<file path="src/core/arcdp_pkg.sv">
// Package with register indices, field positions and enumerations of the calibration datapath.
package arcdp_pkg;

  // ==========================================================================
  // Converter channels
  typedef enum logic [2:0] {
    ARCDP_CH_TEMP,
    ARCDP_CH_VOLT,
    ARCDP_CH_BIAS,
    ARCDP_CH_TX,
    ARCDP_CH_RX
  } arcdp_chan_e;

  localparam int ARCDP_NUM_CH = 5;

  // ==========================================================================
  // Register indices; the bus byte address of an index is four times it.
  localparam logic [7:0] ARCDP_IDX_CFG_TWO = 8'h01;
  localparam logic [7:0] ARCDP_IDX_CFG_FOUR = 8'h1a;
  localparam logic [7:0] ARCDP_IDX_RXLUT = 8'h28;
  localparam logic [7:0] ARCDP_IDX_RSVD_LO = 8'h48;
  localparam logic [7:0] ARCDP_IDX_RSVD_HI = 8'h49;
  localparam logic [7:0] ARCDP_IDX_TOFF = 8'h4a;
  localparam logic [7:0] ARCDP_IDX_VSLP = 8'h4c;
  localparam logic [7:0] ARCDP_IDX_VOFF = 8'h4e;
  localparam logic [7:0] ARCDP_IDX_ISLP = 8'h50;
  localparam logic [7:0] ARCDP_IDX_IOFF = 8'h52;
  localparam logic [7:0] ARCDP_IDX_TXSLP = 8'h54;
  localparam logic [7:0] ARCDP_IDX_TXOFF = 8'h56;
  localparam logic [7:0] ARCDP_IDX_CAL_LAST = 8'h57;
  localparam logic [7:0] ARCDP_IDX_RES = 8'h60;
  localparam logic [7:0] ARCDP_IDX_RES_LAST = 8'h69;

  // RX set m: slope at RXLUT + 4m, offset at RXLUT + 4m + 2.
  localparam logic [7:0] ARCDP_RX_STRIDE = 8'h04;
  localparam logic [7:0] ARCDP_RX_OFF_GAP = 8'h02;

  // ==========================================================================
  // Fields and values
  localparam int ARCDP_CAL_MODE_BIT = 0;
  localparam int ARCDP_BIAS_POL_BIT = 0;
  localparam logic [7:0] ARCDP_CFG_RESET = 8'h00;
  localparam logic [7:0] ARCDP_MEM_RESET = 8'h00;
  localparam logic [15:0] ARCDP_RES_RESET = 16'h0000;
  localparam logic [15:0] ARCDP_UNITY_SLOPE = 16'h0100;
  localparam logic [15:0] ARCDP_ZERO_OFFSET = 16'h8000;
  localparam logic [15:0] ARCDP_TEMP_OFF_MASK = 16'hff00;
  localparam int ARCDP_FRAC_BITS = 8;

  // AHB-Lite encodings
  localparam logic [1:0] ARCDP_HTRANS_NONSEQ = 2'b10;
  localparam logic [1:0] ARCDP_HTRANS_SEQ = 2'b11;
  localparam logic ARCDP_HRESP_OKAY = 1'b0;

endpackage : arcdp_pkg

</file>
<file path="src/core/arcdp_top.sv">
// Calibration datapath between the monitor converter and the diagnostic result memory.
`timescale 1ns/10ps
module arcdp_top (
  input wire logic hclk,
  input wire logic hresetn,
  input wire logic hsel,
  input wire logic [31:0] haddr,
  input wire logic [1:0] htrans,
  input wire logic hwrite,
  input wire logic [2:0] hsize,
  input wire logic [31:0] hwdata,
  input wire logic hready,
  output logic hreadyout,
  output logic hresp,
  output logic [31:0] hrdata,
  input wire logic adc_valid,
  input wire arcdp_pkg::arcdp_chan_e adc_channel,
  input wire logic [15:0] adc_result,
  input wire logic [2:0] rx_segment,
  output logic cal_mode_select,
  output logic bias_polarity_select,
  output logic result_stored
);
  import arcdp_pkg::*;

  // ==========================================================================
  // Storage
  logic [7:0] cfg_two_r;
  logic [7:0] cfg_four_r;
  logic [7:0] cal_mem [ARCDP_IDX_RXLUT:ARCDP_IDX_CAL_LAST];
  logic [15:0] res_mem [0:ARCDP_NUM_CH-1];

  // High byte is taken from the lower address.
  function automatic logic [15:0] fetch16(input logic [7:0] idx);
    fetch16 = {cal_mem[idx], cal_mem[idx + 8'h01]};
  endfunction

  function automatic logic in_cal(input logic [7:0] idx);
    in_cal = (idx >= ARCDP_IDX_RXLUT) && (idx <= ARCDP_IDX_CAL_LAST) &&
      (idx != ARCDP_IDX_RSVD_LO) && (idx != ARCDP_IDX_RSVD_HI);
  endfunction

  // ==========================================================================
  // AHB-Lite slave, zero wait states
  logic wr_pend_r;
  logic [7:0] wr_idx_r;
  logic wr_map_r;
  logic [31:0] hrdata_r;
  logic acc;
  logic a_map;
  logic [7:0] a_idx;
  logic [7:0] rd_byte;

  assign acc = hsel && hready && (htrans == ARCDP_HTRANS_NONSEQ || htrans == ARCDP_HTRANS_SEQ);
  assign a_idx = haddr[9:2];
  assign a_map = (haddr[31:10] == 22'h000000);
  assign hreadyout = 1'b1;
  assign hresp = ARCDP_HRESP_OKAY;
  assign hrdata = hrdata_r;

  always_ff @(posedge hclk or negedge hresetn) begin
    if (!hresetn) begin
      wr_pend_r <= 1'b0;
      wr_idx_r <= 8'h00;
      wr_map_r <= 1'b0;
    end else if (hready) begin
      wr_pend_r <= acc && hwrite;
      wr_idx_r <= a_idx;
      wr_map_r <= a_map;
    end
  end

  always_comb begin
    rd_byte = 8'h00;
    if (a_idx == ARCDP_IDX_CFG_TWO) begin
      rd_byte = cfg_two_r;
    end else if (a_idx == ARCDP_IDX_CFG_FOUR) begin
      rd_byte = cfg_four_r;
    end else if (in_cal(a_idx)) begin
      rd_byte = cal_mem[a_idx];
    end else if (a_idx >= ARCDP_IDX_RES && a_idx <= ARCDP_IDX_RES_LAST) begin
      // Even index is the high byte of the channel word.
      rd_byte = a_idx[0] ? res_mem[3'((a_idx - ARCDP_IDX_RES) >> 1)][7:0] :
        res_mem[3'((a_idx - ARCDP_IDX_RES) >> 1)][15:8];
    end
    // A write still in its data phase to a configuration or coefficient byte is forwarded to a read of the same byte.
    if (wr_pend_r && wr_map_r && wr_idx_r == a_idx && (a_idx == ARCDP_IDX_CFG_TWO ||
        a_idx == ARCDP_IDX_CFG_FOUR || in_cal(a_idx))) begin
      rd_byte = hwdata[7:0];
    end
    if (!a_map) begin
      rd_byte = 8'h00;
    end
  end

  always_ff @(posedge hclk or negedge hresetn) begin
    if (!hresetn) begin
      hrdata_r <= 32'h00000000;
    end else if (acc && !hwrite) begin
      hrdata_r <= {24'h000000, rd_byte};
    end
  end

  // ==========================================================================
  // Configuration registers
  always_ff @(posedge hclk or negedge hresetn) begin
    if (!hresetn) begin
      cfg_two_r <= ARCDP_CFG_RESET;
      cfg_four_r <= ARCDP_CFG_RESET;
    end else if (wr_pend_r && wr_map_r) begin
      if (wr_idx_r == ARCDP_IDX_CFG_TWO) begin
        cfg_two_r <= hwdata[7:0];
      end
      if (wr_idx_r == ARCDP_IDX_CFG_FOUR) begin
        cfg_four_r <= hwdata[7:0];
      end
    end
  end

  assign cal_mode_select = cfg_four_r[ARCDP_CAL_MODE_BIT];
  // The analog front end references the TX monitor input to ground or supply.
  assign bias_polarity_select = cfg_two_r[ARCDP_BIAS_POL_BIT];

  // Coefficient bytes; the host loads them before internal mode is used.
  always_ff @(posedge hclk or negedge hresetn) begin
    if (!hresetn) begin
      for (int i = ARCDP_IDX_RXLUT; i <= ARCDP_IDX_CAL_LAST; i++) begin
        cal_mem[i] <= ARCDP_MEM_RESET;
      end
    end else if (wr_pend_r && wr_map_r && in_cal(wr_idx_r)) begin
      cal_mem[wr_idx_r] <= hwdata[7:0];
    end
  end

  // ==========================================================================
  // Calibration arithmetic
  logic [15:0] slope;
  logic [15:0] off_raw;
  logic signed [15:0] off_val;
  logic [31:0] prod;
  logic signed [33:0] sum;
  logic [25:0] rounded;
  logic [15:0] cal_res;
  logic [15:0] store_val;
  logic [7:0] rx_base;

  assign rx_base = 8'(ARCDP_IDX_RXLUT + ARCDP_RX_STRIDE * {5'h00, rx_segment});

  always_comb begin
    slope = ARCDP_UNITY_SLOPE;
    off_raw = ARCDP_ZERO_OFFSET;
    case (adc_channel)
      ARCDP_CH_TEMP: begin
        // Unity slope keeps the sum a plain addition.
        slope = ARCDP_UNITY_SLOPE;
        off_raw = fetch16(ARCDP_IDX_TOFF) & ARCDP_TEMP_OFF_MASK;
      end
      ARCDP_CH_VOLT: begin
        slope = fetch16(ARCDP_IDX_VSLP);
        off_raw = fetch16(ARCDP_IDX_VOFF);
      end
      ARCDP_CH_BIAS: begin
        slope = fetch16(ARCDP_IDX_ISLP);
        off_raw = fetch16(ARCDP_IDX_IOFF);
      end
      ARCDP_CH_TX: begin
        slope = fetch16(ARCDP_IDX_TXSLP);
        off_raw = fetch16(ARCDP_IDX_TXOFF);
      end
      ARCDP_CH_RX: begin
        slope = fetch16(rx_base);
        off_raw = fetch16(8'(rx_base + ARCDP_RX_OFF_GAP));
      end
      default: begin
        slope = ARCDP_UNITY_SLOPE;
        off_raw = ARCDP_ZERO_OFFSET;
      end
    endcase
  end

  // Sign bit one is positive: the code is excess-32768, giving -32768 to +32767.
  assign off_val = $signed({~off_raw[15], off_raw[14:0]});
  // Slope carries eight fraction bits, so the product is 24.8 fixed point.
  assign prod = adc_result * slope;
  // Offset weight equals result weight, hence aligned above the fraction bits.
  assign sum = $signed({2'b00, prod}) +
    $signed({{10{off_val[15]}}, off_val, 8'h00});
  assign rounded = 26'(sum[33:ARCDP_FRAC_BITS]) + {25'h0000000, sum[ARCDP_FRAC_BITS-1]};

  // Out-of-range sums saturate rather than wrap, so a reading never jumps ends.
  always_comb begin
    if (sum[33]) begin
      cal_res = 16'h0000;
    end else if (rounded[25:16] != 10'h000) begin
      cal_res = 16'hffff;
    end else begin
      cal_res = rounded[15:0];
    end
  end

  always_comb begin
    if (cal_mode_select) begin
      store_val = cal_res;
    end else if (adc_channel == ARCDP_CH_TEMP || adc_channel == ARCDP_CH_VOLT) begin
      // The converter already delivers these two in diagnostic format.
      store_val = adc_result;
    end else begin
      store_val = {adc_result[15:8], 8'h00};
    end
  end

  always_ff @(posedge hclk or negedge hresetn) begin
    if (!hresetn) begin
      for (int i = 0; i < ARCDP_NUM_CH; i++) begin
        res_mem[i] <= ARCDP_RES_RESET;
      end
    end else if (adc_valid && int'(adc_channel) < ARCDP_NUM_CH) begin
      res_mem[adc_channel] <= store_val;
    end
  end

  always_ff @(posedge hclk or negedge hresetn) begin
    if (!hresetn) begin
      result_stored <= 1'b0;
    end else begin
      result_stored <= adc_valid && int'(adc_channel) < ARCDP_NUM_CH;
    end
  end
endmodule // arcdp_top

</file>
<file path="config.mk">
export PLATFORM = sky130hd
export DESIGN_NAME = arcdp_top
export DESIGN_NICKNAME = d
export VERILOG_FILES = /design/src/core/arcdp_pkg.sv /design/src/core/arcdp_top.sv
export SDC_FILE = /design/constraint.sdc
export NUM_CORES = 2
export LEC_CHECK = 0
export BUFFER_PORTS_ARGS = -buffer_cell sky130_fd_sc_hd__buf_2
export CAP_MARGIN = 20
export CORE_MARGIN = 2
export CORE_UTILIZATION = 50
export DETAILED_ROUTE_END_ITERATION = 7
export PLACE_DENSITY = 0.67
export RECOVER_POWER = 50
export SETUP_SLACK_MARGIN = 0.4
export SYNTH_ARGS = -nofsm -noshare
export SYNTH_HDL_FRONTEND = slang
export SYNTH_SLANG_ARGS = --single-unit
</file>
<file path="constraint.sdc">
create_clock -name hclk -period 21.2 [get_ports hclk]
set_input_delay 3.18 -clock hclk [delete_from_list [all_inputs] [get_ports hclk]]
set_output_delay 3.18 -clock hclk [all_outputs]
set_load 0.03 [all_outputs]
</file>
After elaboration in Yosys (flattened, before gate mapping) --
Cells that the tools add are included.
Word-level totals: register bits after elaboration 499, input bits 97, output and inout bits 37, word-level logic and storage cells 174
Operators by class: order comparisons 17, bitwise operators 9, muxes and demuxes 37, multipliers 1, $add $sub $neg 7, equality and inequality tests 15, reductions and logical operators 28
Operator list (number):
- $bwmux W384 | 1
- $bmux W8 S7 | 5
- $mux W8 | 19
- $mux W16 | 6
- $bwmux W80 | 1
- $pmux W16 S5 | 1
- $pmux W16 S4 | 1
- $demux W8 S7 | 1
- $ge A9 B8 Y1 const B | 6
- $bmux W16 S3 | 1
- $demux W16 S3 | 1
- $not A8 Y9 | 5
- $add A33 B24 Y34 | 1
- $mul A16 B16 Y32 | 1
- $ne A8 B7 Y1 const B | 4
- $add A26 B1 Y26 | 1
- $le A8 B7 Y1 const B | 3
- $logic_not A22 Y1 | 1
- $logic_and A1 B1 Y1 | 18
- $eq A8 B1 Y1 const B | 2
- $eq A8 B5 Y1 const B | 2
- $ge A8 B6 Y1 const B | 2
- $reduce_bool A10 Y1 | 1
- $lt A9 B1 Y1 const B | 1
- 21 further kinds | 29

Logic depth before layout (Yosys ltp) --
depth after elaboration 16, depth in mapped cells 49, depth with buffers taken out 42

Least setup slack after synthesis --
No wires, ideal clock.
kind in2reg, from in rx_segment[0], to reg res_mem[0] (netlist name), cell stages on the path 44, path buffers 6, path slack 7238 ps, arrival 13836 ps, setup time 126 ps, data required time 21074 ps, cell sequence buf_2 buf_2 buf_1 mux4_2 a221oi_1 o32ai_1 clkbuf_1 and2_1 fa_1 inv_1 fa_1 fa_1 fa_1 inv_1 fa_1 inv_1 fa_1 inv_1 (+8 left out) nor2_1 inv_1 a21oi_1 xnor2_1 ha_1 buf_2 and4_1 o211ai_1 o32ai_1 nor3_1 xnor2_1 nor4bb_1 nand4b_1 nor3_1 a21oi_2 nor4b_4 buf_6 a21oi_2
Between the ends: word-level cells in the longest chain between the ends 15, elaborated cells between the ends (all ways) 31, classes of those cells add/sub (6); mul (1); mux (18); bitwise (5); reduce/logical (1)
Ends and longest elaborated chain:
- start: declaration | line arcdp_top.sv:19 | input wire logic [2:0] rx_segment,
- $add A6 B5 Y7 * | line arcdp_top.sv:147 | assign rx_base = 8'(ARCDP_IDX_RXLUT + ARCDP_RX_STRIDE * {5'h00, rx_segment});
- $add A7 B1 Y8 or $add A7 B2 Y8 (tied branches) | line arcdp_top.sv:35, arcdp_top.sv:172
- $not A8 Y9 (not written as such) or $add A8 B1 Y8 (tied branches) | line arcdp_top.sv:35 | fetch16 = {cal_mem[idx], cal_mem[idx + 8'h01]};
- $bmux W8 S7 or $not A8 Y9 (tied branches) | line arcdp_top.sv:35
- $mux W8 (not written as such) or $bmux W8 S7 (tied branches) | line arcdp_top.sv:35
- $mux W8 (not written as such) | line arcdp_top.sv:35
- $pmux W16 S4, or another cell as far along | line arcdp_top.sv:152 | case (adc_channel)
- $mul A16 B16 Y32, or another cell as far along | line arcdp_top.sv:184 | assign prod = adc_result * slope;
- $add A33 B24 Y34 * | line arcdp_top.sv:186 | assign sum = $signed({2'b00, prod}) +
- $add A26 B1 Y26 | line arcdp_top.sv:188 | assign rounded = 26'(sum[33:ARCDP_FRAC_BITS]) + {25'h0000000, sum[ARCDP_FRAC_BITS-1]};
- $reduce_bool A10 Y1 | line arcdp_top.sv:194 | end else if (rounded[25:16] != 10'h000) begin
- $mux W16 | line arcdp_top.sv:194
- $mux W16 * | line arcdp_top.sv:192 | if (sum[33]) begin
- $mux W16 * | line arcdp_top.sv:202 | if (cal_mode_select) begin
- $bwmux W80 * | line arcdp_top.sv:218 | res_mem[adc_channel] <= store_val;
- end signal: indexed assignment | line arcdp_top.sv:218
- end: declaration | line arcdp_top.sv:31 | logic [15:0] res_mem [0:ARCDP_NUM_CH-1];
Mark *: on every way between the ends. The rest lies on a longest branch, timed or not. The select of a mux whose other input is x is not followed. A chain may end at the register's enable or synchronous reset.

Worst setup path after layout --
from in rx_segment[1], to reg res_mem[18] (netlist name)
Same word-level chain as after synthesis.

==> results.cfg <==
[run_status]
run_status = complete, but fails checks
violations = capacitance limit, slew limit

[floorplanning]
io_pins = 134
row_count = 101
core_area_sq_um = 75900
die-area_sq_um = 79000
die_h_microns = 281
die_w_microns = 281
initial_core_util = 0.505

[synth]
async_reset_ff_frac = 1.00
syn-instance-count = 3413
avgSynthCellArea_sq_um = 11.2
yosysUniqueCellTypes = 88
yosys.area.top_type = dfrtp_1
synth_edf_count = 0
synth_compound_area_frac = 0.105
synthSimpleGateAreaFrac = 0.0948
synthAdderAreaFrac = 0.143
ys_seq_area_frac = 0.325
synthXorXnorAreaFrac = 0.0145
synth_area_leaders = dfrtp_1 (33%), mux2_2 (14%), mux4_2 (11%)
syn_area_sq_um = 38400
synth_seq_cells = 499
synth_top_family_by_area = multiplexers
ys_warn_count = 0
muxShareOfSynthArea = 0.260
synthFlopType = dfrtp_1
synth_top_area_share = 0.325

[clock_network]
cts_made_buffers = 52
post_cts.repair.setup_buffers = 0
post_cts_resized = 0
clk_pin_slew_ns = 0.06
cts-root-buf = clkbuf_16
clock-sinks = 499
cts_tree = yes
holdBufCountCts = 0
clkLatencyLatePin_ns = 0.63
cts.path.max_buffers = 3
h-tree-depth = 2

[placement]
globalplace.congestion = 0.939
hpwlAfterDp_microns = 78100
portBuffers = 77

[final_layout]
syn_to_final_growth_pct = 8.08
drive_gt1_frac = 0.292
utilization = 0.546
nNetsFinal = 3779
fillCellCount = 6492

[min_path]
hp-class = reg -> reg

[power]
seqPwrFrac = 0.249
intPower_mw = 2.39
ir_drop_v = 0.000121
p_leak_nw = 18.1
p_comb_frac = 0.519
p_sw_frac = 0.435
p_per_area_nw_per_um2 = 102
power.switching_mw = 1.84
p_clk_frac = 0.232

[drt]
vias = 28200
post_drt_wl_per_cell_microns = 26.2
wl_microns = 116000
drt_iter0_drc = 2932
highest-signal-layer = met5
via_per_inst = 6.37
routed-wl-met3_microns = 11000
firstDrtPassIters = 6
met2WireLength_microns = 52200
ant_nets = 0
met1Wirelength_microns = 47100
drc = 0

[timing]
fin_tns_setup_ns = 0
relSlewSlack = -2.29
clock.fmax_ghz = 0.0630
fin_crit_sh = 0.749
rsz0062_at_grt = no
hold_viol = 0
fin_crit_ns = 15.88
setup_viol = 0
worstMarginPinSlew_ns = 4.93
skew_ns = 0.0354
finalMaxSlewViolations = 491

[critical_path]
cp_slowest_cell = a221oi_1
startpoint_type = input pin
path_class = in -> reg
cp_data_required_time_ns = 21.63
crit_path_end_kind = flop
cp_common_cell = fa_1
critPathMaxFanout = 71
slowest_delay_ns = 0.84
timing.critical_path.arrival_ns = 16.31

[global_route]
grt_pass1_wl_microns = 179000
grt.overflow.total = 0
grt_pass1_vias = 28700
grt_max_degree = 91
track_usage = 0.300
antenna_found_initial = 6

[run]
cap_violations = 10
[critical path: cells and delay by family]
| family | cells | cell delay, ns |
|---|---|---|
| adder cells (fa/ha/maj) | 9 | 4.31 |
| AO/OA/AOI/OAI | 12 | 3.24 |
| buffers and inverters | 10 | 2.63 |
| AND/OR/NAND/NOR | 11 | 2.24 |
| XOR/XNOR | 2 | 0.54 |
[state kept, by name (all words and copies together), names as in the netlist]
register,flops
res_mem,80
cal_mem,384
wr_map_r,1
cfg_four_r,8
hrdata,8
result_stored,1
wr_idx_r,8
cfg_two_r,8
wr_pend_r,1
[through the flow]
stage	power, mW	area [sq um]	worst slack (ns)	std cells	hold slack (ns)
final	4.22	41500	5.32	4434	0.395
after global routing	4.49	41500	4.73	4433	0.411
after CTS	4.22	41400	5.45	4428	0.397
after detailed placement	3.23	39600	4.84	4331	0.383
after global placement	3.21	39600	4.98	4330	0.381
after floorplan	2.65	38500	7.24	3437	0.441
[final timing paths]
check                      slack, ns                      from  depth (start not counted)                       end
max                             5.32             rx_segment[1]                         44   res_mem[18]$_DFFE_PN0P_
min                             0.40  cal_mem[113]$_DFFE_PN0P_                          0  cal_mem[113]$_DFFE_PN0P_
max reg2reg                     8.89  cal_mem[275]$_DFFE_PN0P_                         40   res_mem[18]$_DFFE_PN0P_
min reg2reg                     0.40  cal_mem[113]$_DFFE_PN0P_                          0  cal_mem[113]$_DFFE_PN0P_
max in group asynchronous      13.25                   hresetn                          3   res_mem[14]$_DFFE_PN0P_
min in group asynchronous       4.33                   hresetn                          1  cal_mem[298]$_DFFE_PN0P_
[layer usage]
layer	GRT usage	vias to the layer above
met1	0.408	14500
li1	-	12100
met3	0.0694	269
met2	0.457	1305
met5	0	-
met4	0.138	2
[area by class of cell]
type                            instances  area, sq um  share of cell area
Antenna cell                            2         5.00            0.000121
Clock buffer                           76         1540              0.0372
Clock inverter                         21          274             0.00661
Inverter                              253          950              0.0229
Multi-Input combinational cell       2400        23900               0.577
Sequential cell                       499        12500               0.301
Tap cell                             1030         1290              0.0311
Timing Repair Buffer                  153          978              0.0236
[power by group through the flow]
stage,clock (mW),sequential (mW),combinational (mW)
6_report,0.981,1.05,2.19
5_1_grt,1.03,1.06,2.40
4_1_cts,0.990,1.05,2.18
3_5_place_dp,0,1.07,2.16
3_3_place_gp,0,1.06,2.15
2_1_floorplan,0,1.05,1.60
[cells in the mapped netlist, drive strengths merged, types with 22 or more instances]
| cell | n |
|---|---|
| xnor2 | 49 |
| nor2 | 115 |
| clkbuf | 204 |
| dfrtp | 499 |
| nand2b | 24 |
| a221oi | 65 |
| a21oi | 138 |
| ha | 129 |
| nor2b | 44 |
| fa | 194 |
| and3 | 25 |
| buf | 81 |
| o22ai | 68 |
| and2 | 133 |
| mux4 | 184 |
| mux2i | 38 |
| mux2 | 483 |
| a22oi | 34 |
| nand2 | 250 |
| a21o | 23 |
| o21ai | 60 |
| o32ai | 22 |
| a31oi | 42 |
| inv | 253 |
| nor3 | 46 |
[cells by family after synthesis]
family	count (synthesis)
muxes	705
AOI/OAI and AO/OA	561
adders and majority gates	323
DFF	499
other	2
and+or+nand+nor	723
buffers and inverters	538
xor gates and xnor gates	62
[cells in the final DEF, fill, tap and decap left out, drive strengths merged, types with 22 or more instances in the layout]
master / count
nand2: 250
mux2i: 38
nand2b: 24
a21o: 23
and2: 133
dfrtp: 499
a221oi: 65
a31oi: 42
inv: 256
o22ai: 68
and3: 25
nor2: 115
mux4: 184
clkbuf: 89
o32ai: 22
nor2b: 44
buf: 140
nor3: 46
o21ai: 60
xnor2: 49
a22oi: 34
fa: 194
a21oi: 138
conb: 26
ha: 129
mux2: 483
(Power assumes the default switching activity.)
